### src/verilog/pic_pkg.sv
/*
  constants, encodings and state codes shared by both ends of the
  priority interrupt controller link.
  assumes: one clock (mclk), asynchronous active-low reset (nrst).
*/
`default_nettype none

package pic_pkg;

  // ----------------------------------------------------------------
  // widths
  // ----------------------------------------------------------------
  localparam int ADDR_W = 8;   // register address width
  localparam int DATA_W = 8;   // register data width
  localparam int PC_W = 16;    // program counter width
  localparam int LEVEL_W = 4;  // request level index width
  localparam int NUM_REQS = 15;  // request levels 0..14
  localparam int LOWER_REQS = 7; // levels held in the lower pair

  // ----------------------------------------------------------------
  // register offsets and reset values
  // ----------------------------------------------------------------
  localparam logic [7:0] OFF_FLAGS_UPPER = 8'hf8;
  localparam logic [7:0] OFF_MASK_UPPER = 8'hf9;
  localparam logic [7:0] OFF_FLAGS_LOWER = 8'hfa;
  localparam logic [7:0] OFF_MASK_LOWER = 8'hfb;
  localparam logic [7:0] RESET_BYTE = 8'h00;
  localparam int GE_BIT = 7;            // global enable in lower mask
  localparam logic [7:0] FLAGS_LOWER_VALID = 8'h7f; // bit 7 reserved

  // ----------------------------------------------------------------
  // request source positions
  // ----------------------------------------------------------------
  localparam int REQ_TMR0 = 0;
  localparam int REQ_PIN4_FALL = 1;
  localparam int REQ_TMR1 = 2;
  localparam int REQ_PIN2_FALL = 3;
  localparam int REQ_PIN4_RISE = 4;
  localparam int REQ_TMR2 = 5;
  localparam int EXTRA_REQS = 9;        // levels 6..14, generic
  localparam logic [15:0] VEC_BASE = 16'h0002; // level 0 vector pair

  // ----------------------------------------------------------------
  // service sequence
  // ----------------------------------------------------------------
  typedef enum logic [1:0] {
    PIC_PUSH_PCL = 2'h0,
    PIC_PUSH_PCH = 2'h1,
    PIC_PUSH_FLAGS = 2'h2
  } pic_push_type;

  typedef enum logic [8:0] {
    PIC_ST_IDLE = 9'h001,
    PIC_ST_PUSHL = 9'h002,
    PIC_ST_PUSHH = 9'h004,
    PIC_ST_PUSHF = 9'h008,
    PIC_ST_CLRGE = 9'h010,
    PIC_ST_FETCHH = 9'h020,
    PIC_ST_FETCHL = 9'h040,
    PIC_ST_LOWAIT = 9'h080,
    PIC_ST_BRANCH = 9'h100
  } pic_state_type;

  // ----------------------------------------------------------------
  // core-side software registers
  // ----------------------------------------------------------------
  localparam logic [7:0] HOST_CMD = 8'h00;
  localparam logic [7:0] HOST_PC_LO = 8'h01;
  localparam logic [7:0] HOST_PC_HI = 8'h02;
  localparam logic [7:0] HOST_FLAGS = 8'h03;
  localparam logic [7:0] HOST_SP = 8'h04;
  localparam logic [7:0] HOST_STATUS = 8'h05;
  localparam logic [7:0] HOST_VEC_ADDR = 8'h06;
  localparam logic [7:0] HOST_VEC_DATA = 8'h07;
  localparam logic [7:0] HOST_STACK_TOP = 8'h08;
  localparam int CMD_RETIRE = 0;
  localparam int CMD_EI = 1;
  localparam int CMD_DI = 2;
  localparam int CMD_SERVICE_RETURN_INSTRUCTION = 3;
  localparam logic [7:0] SP_RESET = 8'hff;
  localparam logic [15:0] PC_RESET = 16'h0000;

endpackage : pic_pkg

`default_nettype wire

### src/verilog/pic_link_if.sv
/*
  link between the interrupt controller (dev) and the core
  instruction sequencer (core).
  assumes: both ends on mclk; every signal changes after a rising edge.
*/
`default_nettype none

interface pic_link_if;
  logic retire;        // core: instruction retires, one-cycle pulse
  logic eiCmd;         // core: global enable instruction
  logic diCmd;         // core: global disable instruction
  logic iretCmd;       // core: service return instruction
  logic regWr;         // core: register file write strobe
  logic [7:0] regAddr; // core: register address
  logic [7:0] regWdata; // core: register write data
  logic [7:0] flagsLower; // dev: request_flags_lower contents
  logic [7:0] flagsUpper; // dev: request_flags_upper contents
  logic [7:0] maskLower;  // dev: request_mask_lower contents
  logic [7:0] maskUpper;  // dev: request_mask_upper contents
  logic svcActive;     // dev: service sequence owns the core
  logic pushStrobe;    // dev: push one byte to the stack
  logic [1:0] pushSel; // dev: which byte to push
  logic fetchStrobe;   // dev: fetch program memory byte
  logic [15:0] fetchAddr; // dev: fetch address
  logic [7:0] fetchData;  // core: fetched byte, cycle after strobe
  logic branchStrobe;  // dev: branch to branchAddr
  logic [15:0] branchAddr; // dev: handler address

  modport dev (
    input retire, eiCmd, diCmd, iretCmd, regWr, regAddr, regWdata,
    input fetchData,
    output flagsLower, flagsUpper, maskLower, maskUpper, svcActive,
    output pushStrobe, pushSel, fetchStrobe, fetchAddr,
    output branchStrobe, branchAddr
  );

  modport core (
    output retire, eiCmd, diCmd, iretCmd, regWr, regAddr, regWdata,
    output fetchData,
    input flagsLower, flagsUpper, maskLower, maskUpper, svcActive,
    input pushStrobe, pushSel, fetchStrobe, fetchAddr,
    input branchStrobe, branchAddr
  );
endinterface : pic_link_if

`default_nettype wire

### src/verilog/pic_edge_detect.sv
/*
  pin synchroniser with rise and fall pulse outputs.
  assumes: pin is asynchronous to mclk and held long enough low and
  high to be seen by two samples.
*/
`default_nettype none

module pic_edge_detect #(
  parameter logic IDLE_LEVEL = 1'b1 // level the pin rests at
) (
  input wire logic mclk,
  input wire logic nrst,
  input wire logic pin,
  output logic rise,
  output logic fall
);

  // ----------------------------------------------------------------
  // state
  // ----------------------------------------------------------------
  typedef struct packed {
    logic sync1; // first stage, read only by sync2
    logic sync2; // second stage
    logic last;  // previous synchronised level
    logic rise;
    logic fall;
  } pic_edge_state_type;

  pic_edge_state_type s_r;
  pic_edge_state_type s_nxt;

  // edges compare the two settled stages only
  always_comb begin
    s_nxt = s_r;
    s_nxt.sync1 = pin;
    s_nxt.sync2 = s_r.sync1;
    s_nxt.last = s_r.sync2;
    s_nxt.rise = s_r.sync2 & ~s_r.last;
    s_nxt.fall = ~s_r.sync2 & s_r.last;
  end

  // reset to idle level so no false edge follows reset
  always_ff @(posedge mclk or negedge nrst) begin
    if (!nrst) begin
      s_r <= '{IDLE_LEVEL, IDLE_LEVEL, IDLE_LEVEL, 1'b0, 1'b0};
    end else begin
      s_r <= s_nxt;
    end
  end

  assign rise = s_r.rise;
  assign fall = s_r.fall;

endmodule : pic_edge_detect

`default_nettype wire

### src/verilog/pic_controller.sv
/*
  interrupt controller end: request latches, masks, fixed priority
  and the service sequence that drives the core.
  assumes: core keeps retire low while svcActive is high and answers
  each fetch strobe with data in the next cycle.
*/
// Notes on behaviour
// - fifteen request levels, pins, peripherals, software
// - mask lower bit 7 is global enable
// - check at retire, then service instead
// - lowest-numbered eligible request wins
// - push, clear request and enable, fetch, branch
// - pcl, pch, flags, clear enable, vector hi, lo
// - level n vector pair at two plus 2n
// - pin edges set requests one, three, four
// - timer time-outs set requests zero, two, five
// - lower mask bits 0..6 enable levels 0..6
// - upper mask bits enable levels 7..14
// - enable clears on entry, sets on return
// - both masks reset to zero
// - lower flags hold levels 0..6, reset zero
// - upper flags hold levels 7..14
// - software-written requests serviced like hardware
// - software write beats same-cycle hardware set
// - masked requests latch and stay readable
// - nesting handled by software saving masks
// - software changes enable by instructions or by a lower mask write
`default_nettype none

module pic_controller #(
  parameter int EXTRA = pic_pkg::EXTRA_REQS // generic levels 6..14
) (
  input wire logic mclk,
  input wire logic nrst,
  pic_link_if.dev link,
  input wire logic tmr0Timeout, // same-clock pulse
  input wire logic tmr1Timeout,
  input wire logic tmr2Timeout,
  input wire logic portPinFour, // asynchronous pin
  input wire logic portPinTwo,  // asynchronous pin
  input wire logic [EXTRA-1:0] extraReq, // levels 6.., same clock
  output logic globalEnable,
  output logic [pic_pkg::LEVEL_W-1:0] serviceLevel
);

  // ----------------------------------------------------------------
  // state
  // ----------------------------------------------------------------
  typedef struct packed {
    pic_pkg::pic_state_type st;
    logic [7:0] flagsLower; // levels 0..6, bit 7 reads 0
    logic [7:0] flagsUpper; // levels 7..14
    logic [7:0] maskLower;  // bit 7 global enable
    logic [7:0] maskUpper;
    logic [pic_pkg::LEVEL_W-1:0] level; // level in service
    logic [7:0] vecHi;      // captured vector high byte
    logic pushStrobe;
    logic [1:0] pushSel;
    logic fetchStrobe;
    logic [15:0] fetchAddr;
    logic branchStrobe;
    logic [15:0] branchAddr;
    logic svcActive;
  } pic_ctl_state_type;

  pic_ctl_state_type s_r;
  pic_ctl_state_type s_nxt;

  // ----------------------------------------------------------------
  // pin edge detection
  // ----------------------------------------------------------------
  logic pin4Rise; // port pin four low-to-high
  logic pin4Fall; // port pin four high-to-low
  logic pin2Fall; // port pin two high-to-low

  pic_edge_detect #(.IDLE_LEVEL(1'b1)) u_pin4 (
    .mclk(mclk),
    .nrst(nrst),
    .pin(portPinFour),
    .rise(pin4Rise),
    .fall(pin4Fall)
  );

  pic_edge_detect #(.IDLE_LEVEL(1'b1)) u_pin2 (
    .mclk(mclk),
    .nrst(nrst),
    .pin(portPinTwo),
    .rise(),
    .fall(pin2Fall)
  );

  // ----------------------------------------------------------------
  // request sources, eligibility and priority
  // ----------------------------------------------------------------
  logic [14:0] hwSet;    // hardware set pulses by level
  logic [14:0] eligible; // flag, mask and enable all true
  logic [14:0] clrVec;   // serviced level to clear
  logic found;           // some request is eligible
  logic [pic_pkg::LEVEL_W-1:0] winner;
  logic [15:0] vecAddr;  // vector pair base of level in service

  always_comb begin
    hwSet = '0;
    hwSet[pic_pkg::REQ_TMR0] = tmr0Timeout;
    hwSet[pic_pkg::REQ_TMR1] = tmr1Timeout;
    hwSet[pic_pkg::REQ_TMR2] = tmr2Timeout;
    hwSet[pic_pkg::REQ_PIN4_FALL] = pin4Fall;
    hwSet[pic_pkg::REQ_PIN2_FALL] = pin2Fall;
    hwSet[pic_pkg::REQ_PIN4_RISE] = pin4Rise;
    hwSet[14:6] = extraReq;
  end

  // masked bits still sit in the flags, so polling sees them
  assign eligible = {s_r.flagsUpper, s_r.flagsLower[6:0]}
    & {s_r.maskUpper, s_r.maskLower[6:0]}
    & {15{s_r.maskLower[pic_pkg::GE_BIT]}};

  // scan downward so the lowest index is kept last
  always_comb begin
    found = 1'b0;
    winner = '0;
    for (int i = pic_pkg::NUM_REQS - 1; i >= 0; i--) begin
      if (eligible[i]) begin
        found = 1'b1;
        winner = pic_pkg::LEVEL_W'(i);
      end
    end
  end

  assign clrVec = 15'h0001 << s_r.level;
  assign vecAddr = pic_pkg::VEC_BASE + 16'({s_r.level, 1'b0});

  // ----------------------------------------------------------------
  // next state: registers and service sequence
  // ----------------------------------------------------------------
  always_comb begin
    logic inClr; // clear step of the sequence
    inClr = (s_r.st == pic_pkg::PIC_ST_CLRGE);
    s_nxt = s_r;
    s_nxt.pushStrobe = 1'b0;
    s_nxt.fetchStrobe = 1'b0;
    s_nxt.branchStrobe = 1'b0;

    // request latches: a same-cycle hardware set beats the clear
    s_nxt.flagsLower = (s_r.flagsLower
      & ~({1'b0, clrVec[6:0]} & {8{inClr}}))
      | ({1'b0, hwSet[6:0]});
    s_nxt.flagsUpper = (s_r.flagsUpper & ~(clrVec[14:7] & {8{inClr}}))
      | hwSet[14:7];

    // global enable by instruction, cleared on entry
    if (link.eiCmd || link.iretCmd) begin
      s_nxt.maskLower[pic_pkg::GE_BIT] = 1'b1;
    end
    if (link.diCmd || inClr) begin
      s_nxt.maskLower[pic_pkg::GE_BIT] = 1'b0;
    end

    // software write last: it overrides hardware sets
    if (link.regWr) begin
      case (link.regAddr)
        pic_pkg::OFF_FLAGS_LOWER: begin
          s_nxt.flagsLower = link.regWdata
            & pic_pkg::FLAGS_LOWER_VALID;
        end
        pic_pkg::OFF_FLAGS_UPPER: begin
          s_nxt.flagsUpper = link.regWdata;
        end
        pic_pkg::OFF_MASK_LOWER: begin
          s_nxt.maskLower = link.regWdata;
        end
        pic_pkg::OFF_MASK_UPPER: begin
          s_nxt.maskUpper = link.regWdata;
        end
        default: begin
          // other addresses belong to the rest of the register file
        end
      endcase
    end

    // service sequence, one step per cycle
    case (s_r.st)
      pic_pkg::PIC_ST_IDLE: begin
        if (link.retire && found) begin
          s_nxt.level = winner;
          s_nxt.st = pic_pkg::PIC_ST_PUSHL;
          s_nxt.svcActive = 1'b1;
          s_nxt.pushStrobe = 1'b1;
          s_nxt.pushSel = pic_pkg::PIC_PUSH_PCL;
        end
      end
      pic_pkg::PIC_ST_PUSHL: begin
        s_nxt.st = pic_pkg::PIC_ST_PUSHH;
        s_nxt.pushStrobe = 1'b1;
        s_nxt.pushSel = pic_pkg::PIC_PUSH_PCH;
      end
      pic_pkg::PIC_ST_PUSHH: begin
        s_nxt.st = pic_pkg::PIC_ST_PUSHF;
        s_nxt.pushStrobe = 1'b1;
        s_nxt.pushSel = pic_pkg::PIC_PUSH_FLAGS;
      end
      pic_pkg::PIC_ST_PUSHF: begin
        s_nxt.st = pic_pkg::PIC_ST_CLRGE;
      end
      pic_pkg::PIC_ST_CLRGE: begin
        s_nxt.st = pic_pkg::PIC_ST_FETCHH;
        s_nxt.fetchStrobe = 1'b1;
        s_nxt.fetchAddr = vecAddr;
      end
      pic_pkg::PIC_ST_FETCHH: begin
        s_nxt.st = pic_pkg::PIC_ST_FETCHL;
        s_nxt.fetchStrobe = 1'b1;
        s_nxt.fetchAddr = vecAddr + 16'h0001;
      end
      pic_pkg::PIC_ST_FETCHL: begin
        s_nxt.st = pic_pkg::PIC_ST_LOWAIT;
        s_nxt.vecHi = link.fetchData; // high byte arrives now
      end
      pic_pkg::PIC_ST_LOWAIT: begin
        s_nxt.st = pic_pkg::PIC_ST_BRANCH;
        s_nxt.branchStrobe = 1'b1;
        s_nxt.branchAddr = {s_r.vecHi, link.fetchData};
      end
      pic_pkg::PIC_ST_BRANCH: begin
        s_nxt.st = pic_pkg::PIC_ST_IDLE;
        s_nxt.svcActive = 1'b0;
      end
      default: begin
        // unreachable code, recover to idle
        s_nxt.st = pic_pkg::PIC_ST_IDLE;
        s_nxt.svcActive = 1'b0;
      end
    endcase
  end

  // ----------------------------------------------------------------
  // registers
  // ----------------------------------------------------------------
  always_ff @(posedge mclk or negedge nrst) begin
    if (!nrst) begin
      s_r <= '0;
      s_r.st <= pic_pkg::PIC_ST_IDLE;
      s_r.flagsLower <= pic_pkg::RESET_BYTE;
      s_r.flagsUpper <= pic_pkg::RESET_BYTE;
      s_r.maskLower <= pic_pkg::RESET_BYTE;
      s_r.maskUpper <= pic_pkg::RESET_BYTE;
    end else begin
      s_r <= s_nxt;
    end
  end

  // ----------------------------------------------------------------
  // outputs, all straight from the state register
  // ----------------------------------------------------------------
  assign link.flagsLower = s_r.flagsLower;
  assign link.flagsUpper = s_r.flagsUpper;
  assign link.maskLower = s_r.maskLower;
  assign link.maskUpper = s_r.maskUpper;
  assign link.svcActive = s_r.svcActive;
  assign link.pushStrobe = s_r.pushStrobe;
  assign link.pushSel = s_r.pushSel;
  assign link.fetchStrobe = s_r.fetchStrobe;
  assign link.fetchAddr = s_r.fetchAddr;
  assign link.branchStrobe = s_r.branchStrobe;
  assign link.branchAddr = s_r.branchAddr;
  assign globalEnable = s_r.maskLower[pic_pkg::GE_BIT];
  assign serviceLevel = s_r.level;

endmodule : pic_controller

`default_nettype wire

### src/flat_wrapper.sv
// flat-port wrapper written by rule: the top's interface ports become plain ports
module pic_controller_flat 
#(
  parameter int EXTRA = pic_pkg::EXTRA_REQS                        
)
  (mclk, nrst, tmr0Timeout, tmr1Timeout, tmr2Timeout, portPinFour, portPinTwo, extraReq, globalEnable, serviceLevel, link_retire, link_eiCmd, link_diCmd, link_iretCmd, link_regWr, link_regAddr, link_regWdata, link_fetchData, link_flagsLower, link_flagsUpper, link_maskLower, link_maskUpper, link_svcActive, link_pushStrobe, link_pushSel, link_fetchStrobe, link_fetchAddr, link_branchStrobe, link_branchAddr);
  pic_link_if link_i ();
  input wire logic mclk;
  input wire logic nrst;
  input wire logic tmr0Timeout;
  input wire logic tmr1Timeout;
  input wire logic tmr2Timeout;
  input wire logic portPinFour;
  input wire logic portPinTwo;
  input wire logic [EXTRA-1:0] extraReq;
  output logic globalEnable;
  output logic [pic_pkg::LEVEL_W-1:0] serviceLevel;
  input wire logic [$bits(link_i.retire)-1:0] link_retire;
  input wire logic [$bits(link_i.eiCmd)-1:0] link_eiCmd;
  input wire logic [$bits(link_i.diCmd)-1:0] link_diCmd;
  input wire logic [$bits(link_i.iretCmd)-1:0] link_iretCmd;
  input wire logic [$bits(link_i.regWr)-1:0] link_regWr;
  input wire logic [$bits(link_i.regAddr)-1:0] link_regAddr;
  input wire logic [$bits(link_i.regWdata)-1:0] link_regWdata;
  input wire logic [$bits(link_i.fetchData)-1:0] link_fetchData;
  output wire logic [$bits(link_i.flagsLower)-1:0] link_flagsLower;
  output wire logic [$bits(link_i.flagsUpper)-1:0] link_flagsUpper;
  output wire logic [$bits(link_i.maskLower)-1:0] link_maskLower;
  output wire logic [$bits(link_i.maskUpper)-1:0] link_maskUpper;
  output wire logic [$bits(link_i.svcActive)-1:0] link_svcActive;
  output wire logic [$bits(link_i.pushStrobe)-1:0] link_pushStrobe;
  output wire logic [$bits(link_i.pushSel)-1:0] link_pushSel;
  output wire logic [$bits(link_i.fetchStrobe)-1:0] link_fetchStrobe;
  output wire logic [$bits(link_i.fetchAddr)-1:0] link_fetchAddr;
  output wire logic [$bits(link_i.branchStrobe)-1:0] link_branchStrobe;
  output wire logic [$bits(link_i.branchAddr)-1:0] link_branchAddr;
  assign link_i.retire = link_retire;
  assign link_i.eiCmd = link_eiCmd;
  assign link_i.diCmd = link_diCmd;
  assign link_i.iretCmd = link_iretCmd;
  assign link_i.regWr = link_regWr;
  assign link_i.regAddr = link_regAddr;
  assign link_i.regWdata = link_regWdata;
  assign link_i.fetchData = link_fetchData;
  assign link_flagsLower = link_i.flagsLower;
  assign link_flagsUpper = link_i.flagsUpper;
  assign link_maskLower = link_i.maskLower;
  assign link_maskUpper = link_i.maskUpper;
  assign link_svcActive = link_i.svcActive;
  assign link_pushStrobe = link_i.pushStrobe;
  assign link_pushSel = link_i.pushSel;
  assign link_fetchStrobe = link_i.fetchStrobe;
  assign link_fetchAddr = link_i.fetchAddr;
  assign link_branchStrobe = link_i.branchStrobe;
  assign link_branchAddr = link_i.branchAddr;
  pic_controller #(.EXTRA(EXTRA)) u_core (.mclk(mclk), .nrst(nrst), .link(link_i), .tmr0Timeout(tmr0Timeout), .tmr1Timeout(tmr1Timeout), .tmr2Timeout(tmr2Timeout), .portPinFour(portPinFour), .portPinTwo(portPinTwo), .extraReq(extraReq), .globalEnable(globalEnable), .serviceLevel(serviceLevel));
endmodule
### config.mk
export PLATFORM = sky130hd
export DESIGN_NAME = pic_controller_flat
export DESIGN_NICKNAME = d
export VERILOG_FILES = /design/src/verilog/pic_pkg.sv /design/src/verilog/pic_link_if.sv /design/src/verilog/pic_edge_detect.sv /design/src/verilog/pic_controller.sv /design/src/flat_wrapper.sv
export SDC_FILE = /design/constraint.sdc
export NUM_CORES = 1
export LEC_CHECK = 0
export BUFFER_PORTS_ARGS = -buffer_cell sky130_fd_sc_hd__buf_4
export CAP_MARGIN = 20
export CORE_MARGIN = 10
export CORE_UTILIZATION = 48
export CTS_CLUSTER_DIAMETER = 100
export DETAILED_ROUTE_END_ITERATION = 7
export PLACE_DENSITY = 0.74
export SKIP_CTS_REPAIR_TIMING = 1
export SLEW_MARGIN = 15
export SYNTH_ARGS = -nofsm -noshare
export SYNTH_HDL_FRONTEND = slang
export SYNTH_SLANG_ARGS = --single-unit
### constraint.sdc
create_clock -name mclk -period 3.6 [get_ports mclk]
set_clock_uncertainty 0.2 [all_clocks]
set_input_delay 0.18 -clock mclk [delete_from_list [all_inputs] [get_ports mclk]]
set_output_delay 0.18 -clock mclk [all_outputs]
set_load 0.005 [all_outputs]
==> After elaboration in Yosys (flattened, before gate mapping) <==
Index checks and enable logic that the tools add are counted.
{ "totals": {"register_bits": 100, "input_bits": 45, "output_inout_bits": 75, "word_cells": 113} }
{ "op_classes": {"n_addsub": 2, "n_eq_ne": 13, "shift": 1, "mux": 45, "bitwise_logic": 17, "reduce_logical": 11} }
{ "ops": {"columns": ["operator", "n"], "rows": [
  ["9-bit one-hot mux with 8 select lines", 1],
  ["4-bit 2-to-1 mux", 15],
  ["17-bit one-hot mux with 2 select lines", 1],
  ["8-bit == test (second input constant)", 4],
  ["32-bit 2-to-1 mux", 1],
  ["8-bit 2-to-1 mux", 4],
  ["15-bit bitwise AND", 2],
  ["8-bit bitwise AND", 3],
  ["1-bit 2-to-1 mux", 18],
  ["17-bit 2-to-1 mux", 1],
  ["16-bit by 1-bit adder with 16-bit output (second input constant)", 1],
  ["8-bit inverter", 2],
  ["1-bit by 4-bit left shift with 15-bit output (first input constant)", 1],
  ["2-bit AND reduction", 5],
  ["9-bit by 1-bit == test with 1-bit output (second input constant)", 1],
  ["9-bit by 2-bit == test with 1-bit output (second input constant)", 1],
  ["9-bit by 3-bit == test with 1-bit output (second input constant)", 1],
  ["9-bit by 4-bit == test with 1-bit output (second input constant)", 1],
  ["9-bit by 5-bit == test with 1-bit output (second input constant)", 1],
  ["9-bit by 6-bit == test with 1-bit output (second input constant)", 1],
  ["9-bit by 7-bit == test with 1-bit output (second input constant)", 1],
  ["9-bit by 8-bit == test with 1-bit output (second input constant)", 1],
  ["9-bit 2-to-1 mux", 1],
  ["3-bit one-hot mux with 3 select lines", 1],
  ["14 further kinds", 20]
]} }

==> Longest topological paths before layout <==
{ "logic_depth": {"depth_word": 20, "mapped_depth": 7, "ltp_nobuf": 6} }

==> By module <==
Synthesis repeated with hierarchy kept, for this count alone.
{ "hier_totals": {"cells_unflattened": 443, "hier_area_um2": 4499.3} }
{ "by_module_without_submodules": {"columns": ["module", "instances", "cells_each", "area_each_um2", "seq_area_each_um2"], "rows": [
  ["pic_controller", 1, 429, 4211.5, 2003.2],
  ["pic_edge_detect", 2, 7, 143.9, 128.9]
]} }

==> Worst setup path after synthesis <==
OpenSTA, ideal clock, no wires.
{ "synth_path": {"path_kind": "register to register", "startpoint": "reg u_core.s_r[85] (netlist name)", "endpoint": "reg u_core.s_r (netlist bit u_core.link.branchAddr[0])", "setup_ns": 0.125, "arrival_time_ns": 2.046, "t_required_ns": 3.275, "slack_ns": 1.229, "path_stages_with_launch": 7, "n_path_buf": 1, "synth_period_minus_slack_ns": 2.371, "path_cell_list": "dfrtp_1 > or4_4 > nor2_4 > nand2_2 > nor3b_4 > buf_8 > mux2_4"} }
{ "synth_between": {"elab_chain_cells": 1} }
{ "synth_rtl": {"columns": ["item", "line_no", "text"], "rows": [
  ["start: declaration", "pic_controller.sv:66", "pic_ctl_state_type s_r;"],
  ["start signal: assignment", "pic_controller.sv:248", "s_r <= s_nxt;"],
  ["9-bit by 8-bit == test with 1-bit output", "pic_controller.sv:182", "case (s_r.st)"]
]} }
No other way between the ends.
A chain may end at the register's enable or synchronous reset.

==> impl_metrics.toml <==
[critical_path]
critical_path_class = "reg -> reg"
reg2reg_from = "u_core.s_r[88]"
reg2regPathDepth = 6
reg2reg_to = "u_core.link.flagsUpper[3]"
critPathMaxFanout = 11
cp.required_ns = 3.65
startpoint_type = "flop"
r2r_slack_ns = 0.48
cp.arrival_ns = 3.17
end_kind = "flop"

[pwr]
leakage_nw = 2.58
swShare_pct = 28.5
share_comb_of_total_power_pct = 17.4
p_sw_uw = 645
vdd_drop_max_mv = 0.222
p_clk_share_pct = 31.4
power.density_nw_per_um2 = 417
power_frac_seq_pct = 51.2
p_int_mw = 1.62

[cts]
htreeDepth = 3
cts_buffer_depth = 2
cts_inserted_buffers = 9
clk_latency_ns = 0.36
clock-root-buffer = "clkbuf_8"
path_clk_slew_ns = 0.09
cts.sinks = 89
cts_tree = "yes"

[logic_synthesis]
synth_flop_cell = "dfrtp_1"
synth_top_area_cell = "dfrtp_1"
synth-simple-area-share_pct = 11.7
synth-seq-area-share_pct = 50.3
synth_edf_count = 0
synth_fa_ha_area_share_pct = 1.69
synth_commonest_cells = "dfrtp_1, buf_4, a21oi_1, mux2_2, nand2_1"
synth_xor_area_share_pct = 0.592
async_flop_share_pct = 100
syn-instance-count = 401
synth.distinct_cells = 52
muxShareOfSynthArea_pct = 11.2
synth_compound_area_share_pct = 10.6
synth_top_family_by_area = "buffers and inverters"
post-synth-top-count-cell = "dfrtp_1"
syn-mean-instance-area_sq_um = 11.1
yosysWarnings = 0
synthesis.area_sq_um = 4440
netlist.area_leader.share_pct = 46.2
synth.area.top_cells = "dfrtp_1, buf_4, mux2_2"
ys_seq_elements = 89

[global_routing]
gr-usage-all-layers_pct = 15.0
grtUsageMet1_pct = 18.3
grt_max_degree = 90
grt_pass1_wl_um = 16000
grt_util_met2_pct = 25.1
busiest_layer = "met2"
grtUsageMet3_pct = 4.31
antenna_found_initial = 0
grt-ovfl-total = 0
grt_pass1_vias = 3094

[detailed_routing]
vias_per_cell = 5.32
drcViolationCount = 0
vias = 3205
ant_nets = 0
drtPass1Iterations = 5
drt_iter0_drc = 196
wirelength_um = 10800
wl_per_cell_um = 18.0

[layout]
n_antenna_cell = 0
fin_util_pct = 59.5
layout-drive-gt1-share_pct = 36.9
syn2layout_area_growth_pct = 22.0
layout.cells.non_filler = 602
layout.nets = 537

[die]
dieWidth_um = 116
ios = 120
die_y_um = 116
core_area_sq_um = 9110
initial_core_util_pct = 48.8
die_area_sq_um = 13500
row_count = 35

[sta]
rsz0062_at_grt = "no"
fmax_mhz = 320
final.period_utilization_pct = 86.8
max-slew-margin-rel_pct = 47.9
finalMaxSlewViolations = 0
timing.setup.tns_ns = 0
period_minus_slack_ns = 3.12
setup_violations = 0
tightest_slew_ns = 0.772
hold_viol_final = 0

[worst_hold_path]
hold_class = "in -> reg"
min-delay-start = "link_diCmd"
hold_depth = 3
whs_endpoint = "u_core.link.maskLower[7]"

[placed_design]
dp.cells = 552
gp_congestion = 0.850
port_buffers = 108
hpwlAfterDp_um = 7870

[outcome]
status = "finished clean"

[run]
cap_violations = 0
-- layout make-up --
cell class / count / area, sq um
inverter: 10 / 37.5
fill: 745 / 3690
timing repair buffer: 144 / 1170
tap: 111 / 139
clock buffer: 12 / 155
multi-input combinational: 232 / 1630
sequential: 89 / 2240
clock inverter: 4 / 51.3
-- state kept, by name, indices dropped and copies added (netlist names) --
signal / cells
u_core.s_r: 17
u_core.link.branchAddr: 16
u_core.link.flagsUpper: 8
u_core.link.maskLower: 8
u_core.link.maskUpper: 8
u_core.link.flagsLower: 7
u_core.link.fetchAddr: 6
u_core.serviceLevel: 4
u_core.link.pushSel: 2
u_core.u_pin2.s_nxt: 2
u_core.u_pin4.s_nxt: 2
u_core.link.branchStrobe: 1
u_core.link.fetchStrobe: 1
u_core.link.pushStrobe: 1
u_core.link.svcActive: 1
u_core.u_pin2.fall: 1
u_core.u_pin2.s_r: 1
u_core.u_pin4.fall: 1
u_core.u_pin4.rise: 1
u_core.u_pin4.s_r: 1
-- power by group through the flow --
stage	sequential, mW	combinational (mW)	clock, mW
6_report	1.16	0.394	0.710
3_3_place_gp	1.17	0.358	0
3_5_place_dp	1.18	0.366	0
4_1_cts	1.16	0.369	0.720
5_1_grt	1.17	0.440	0.764
2_1_floorplan	1.12	0.264	0
-- critical path, stage by stage (launching register included) --
cell and delay [ns]:
dfrtp_1 0.47, or4b_2 0.75, nor3_2 0.58, nand4_1 0.18, a21oi_1 0.17, a21oi_1 0.08, dlygate4sd3_1 0.59
-- layer usage --
| metal | vias to the layer above | wire length, um |
|---|---|---|
| met5 | - | 0 |
| met4 | 0 | 221 |
| met3 | 17 | 741 |
| met2 | 113 | 5580 |
| met1 | 1577 | 4270 |
| li1 | 1498 | - |
-- through the flow --
step | instance area (sq um) | hold slack [ns] | setup slack [ns] | power, mW
after floorplan | 4480 | -0.316 | 1.23 | 1.39
after global placement | 4870 | 0.0887 | 0.903 | 1.53
after detailed placement | 4870 | 0.0895 | 0.817 | 1.54
after CTS | 5070 | -0.281 | 0.794 | 2.24
after global routing | 5420 | 0.0432 | 0.338 | 2.37
final | 5420 | 0.0277 | 0.477 | 2.26
-- cell families (layout without fill, tap and decap cells) --
family	count (synthesis)	in the layout
DFF	89	89
adders and majority gates	6	6
buffers and inverters	90	170
xor gates and xnor gates	3	3
AOI/OAI and AO/OA	76	76
muxes	41	41
and+or+nand+nor	95	95
other	1	11
-- cell usage in the layout, fill, tap and decap left out, types with 2 or more instances in the layout --
cell type      count
ha_1               6
and2_1             2
xor2_1             3
a21oi_1           32
nand4_1            8
nor2b_1            4
inv_1              9
mux2_2            32
nor3b_1            2
o21ai_0           18
clkbuf_8          11
dlygate4sd3_1     34
dfrtp_1           82
mux2_4             9
nand3_1           13
a22o_1             7
nand2_1           24
nor2_1            22
o211ai_1           2
a32o_1             2
conb_1            11
dfstp_2            7
and4_1             2
nor3_1             4
a21o_1             2
buf_4            109
a22oi_1            4
nand4b_1           2
-- how the worst max path moves through the flow --
stage,slack (ns),cells past startpoint,start,end
2_1_floorplan,1.23,6,u_core.s_r[85],u_core.link.branchAddr[0]
6_report,0.48,6,u_core.s_r[88],u_core.link.flagsUpper[3]
3_5_place_dp,0.82,4,u_core.s_r[88],u_core.link.fetchAddr[2]
5_1_grt,0.34,6,u_core.s_r[88],u_core.link.flagsUpper[3]
3_3_place_gp,0.90,4,u_core.s_r[88],u_core.link.fetchAddr[2]
4_1_cts,0.79,4,u_core.s_r[88],u_core.link.fetchAddr[2]
Note: power is estimated with default switching activity, not from simulation.
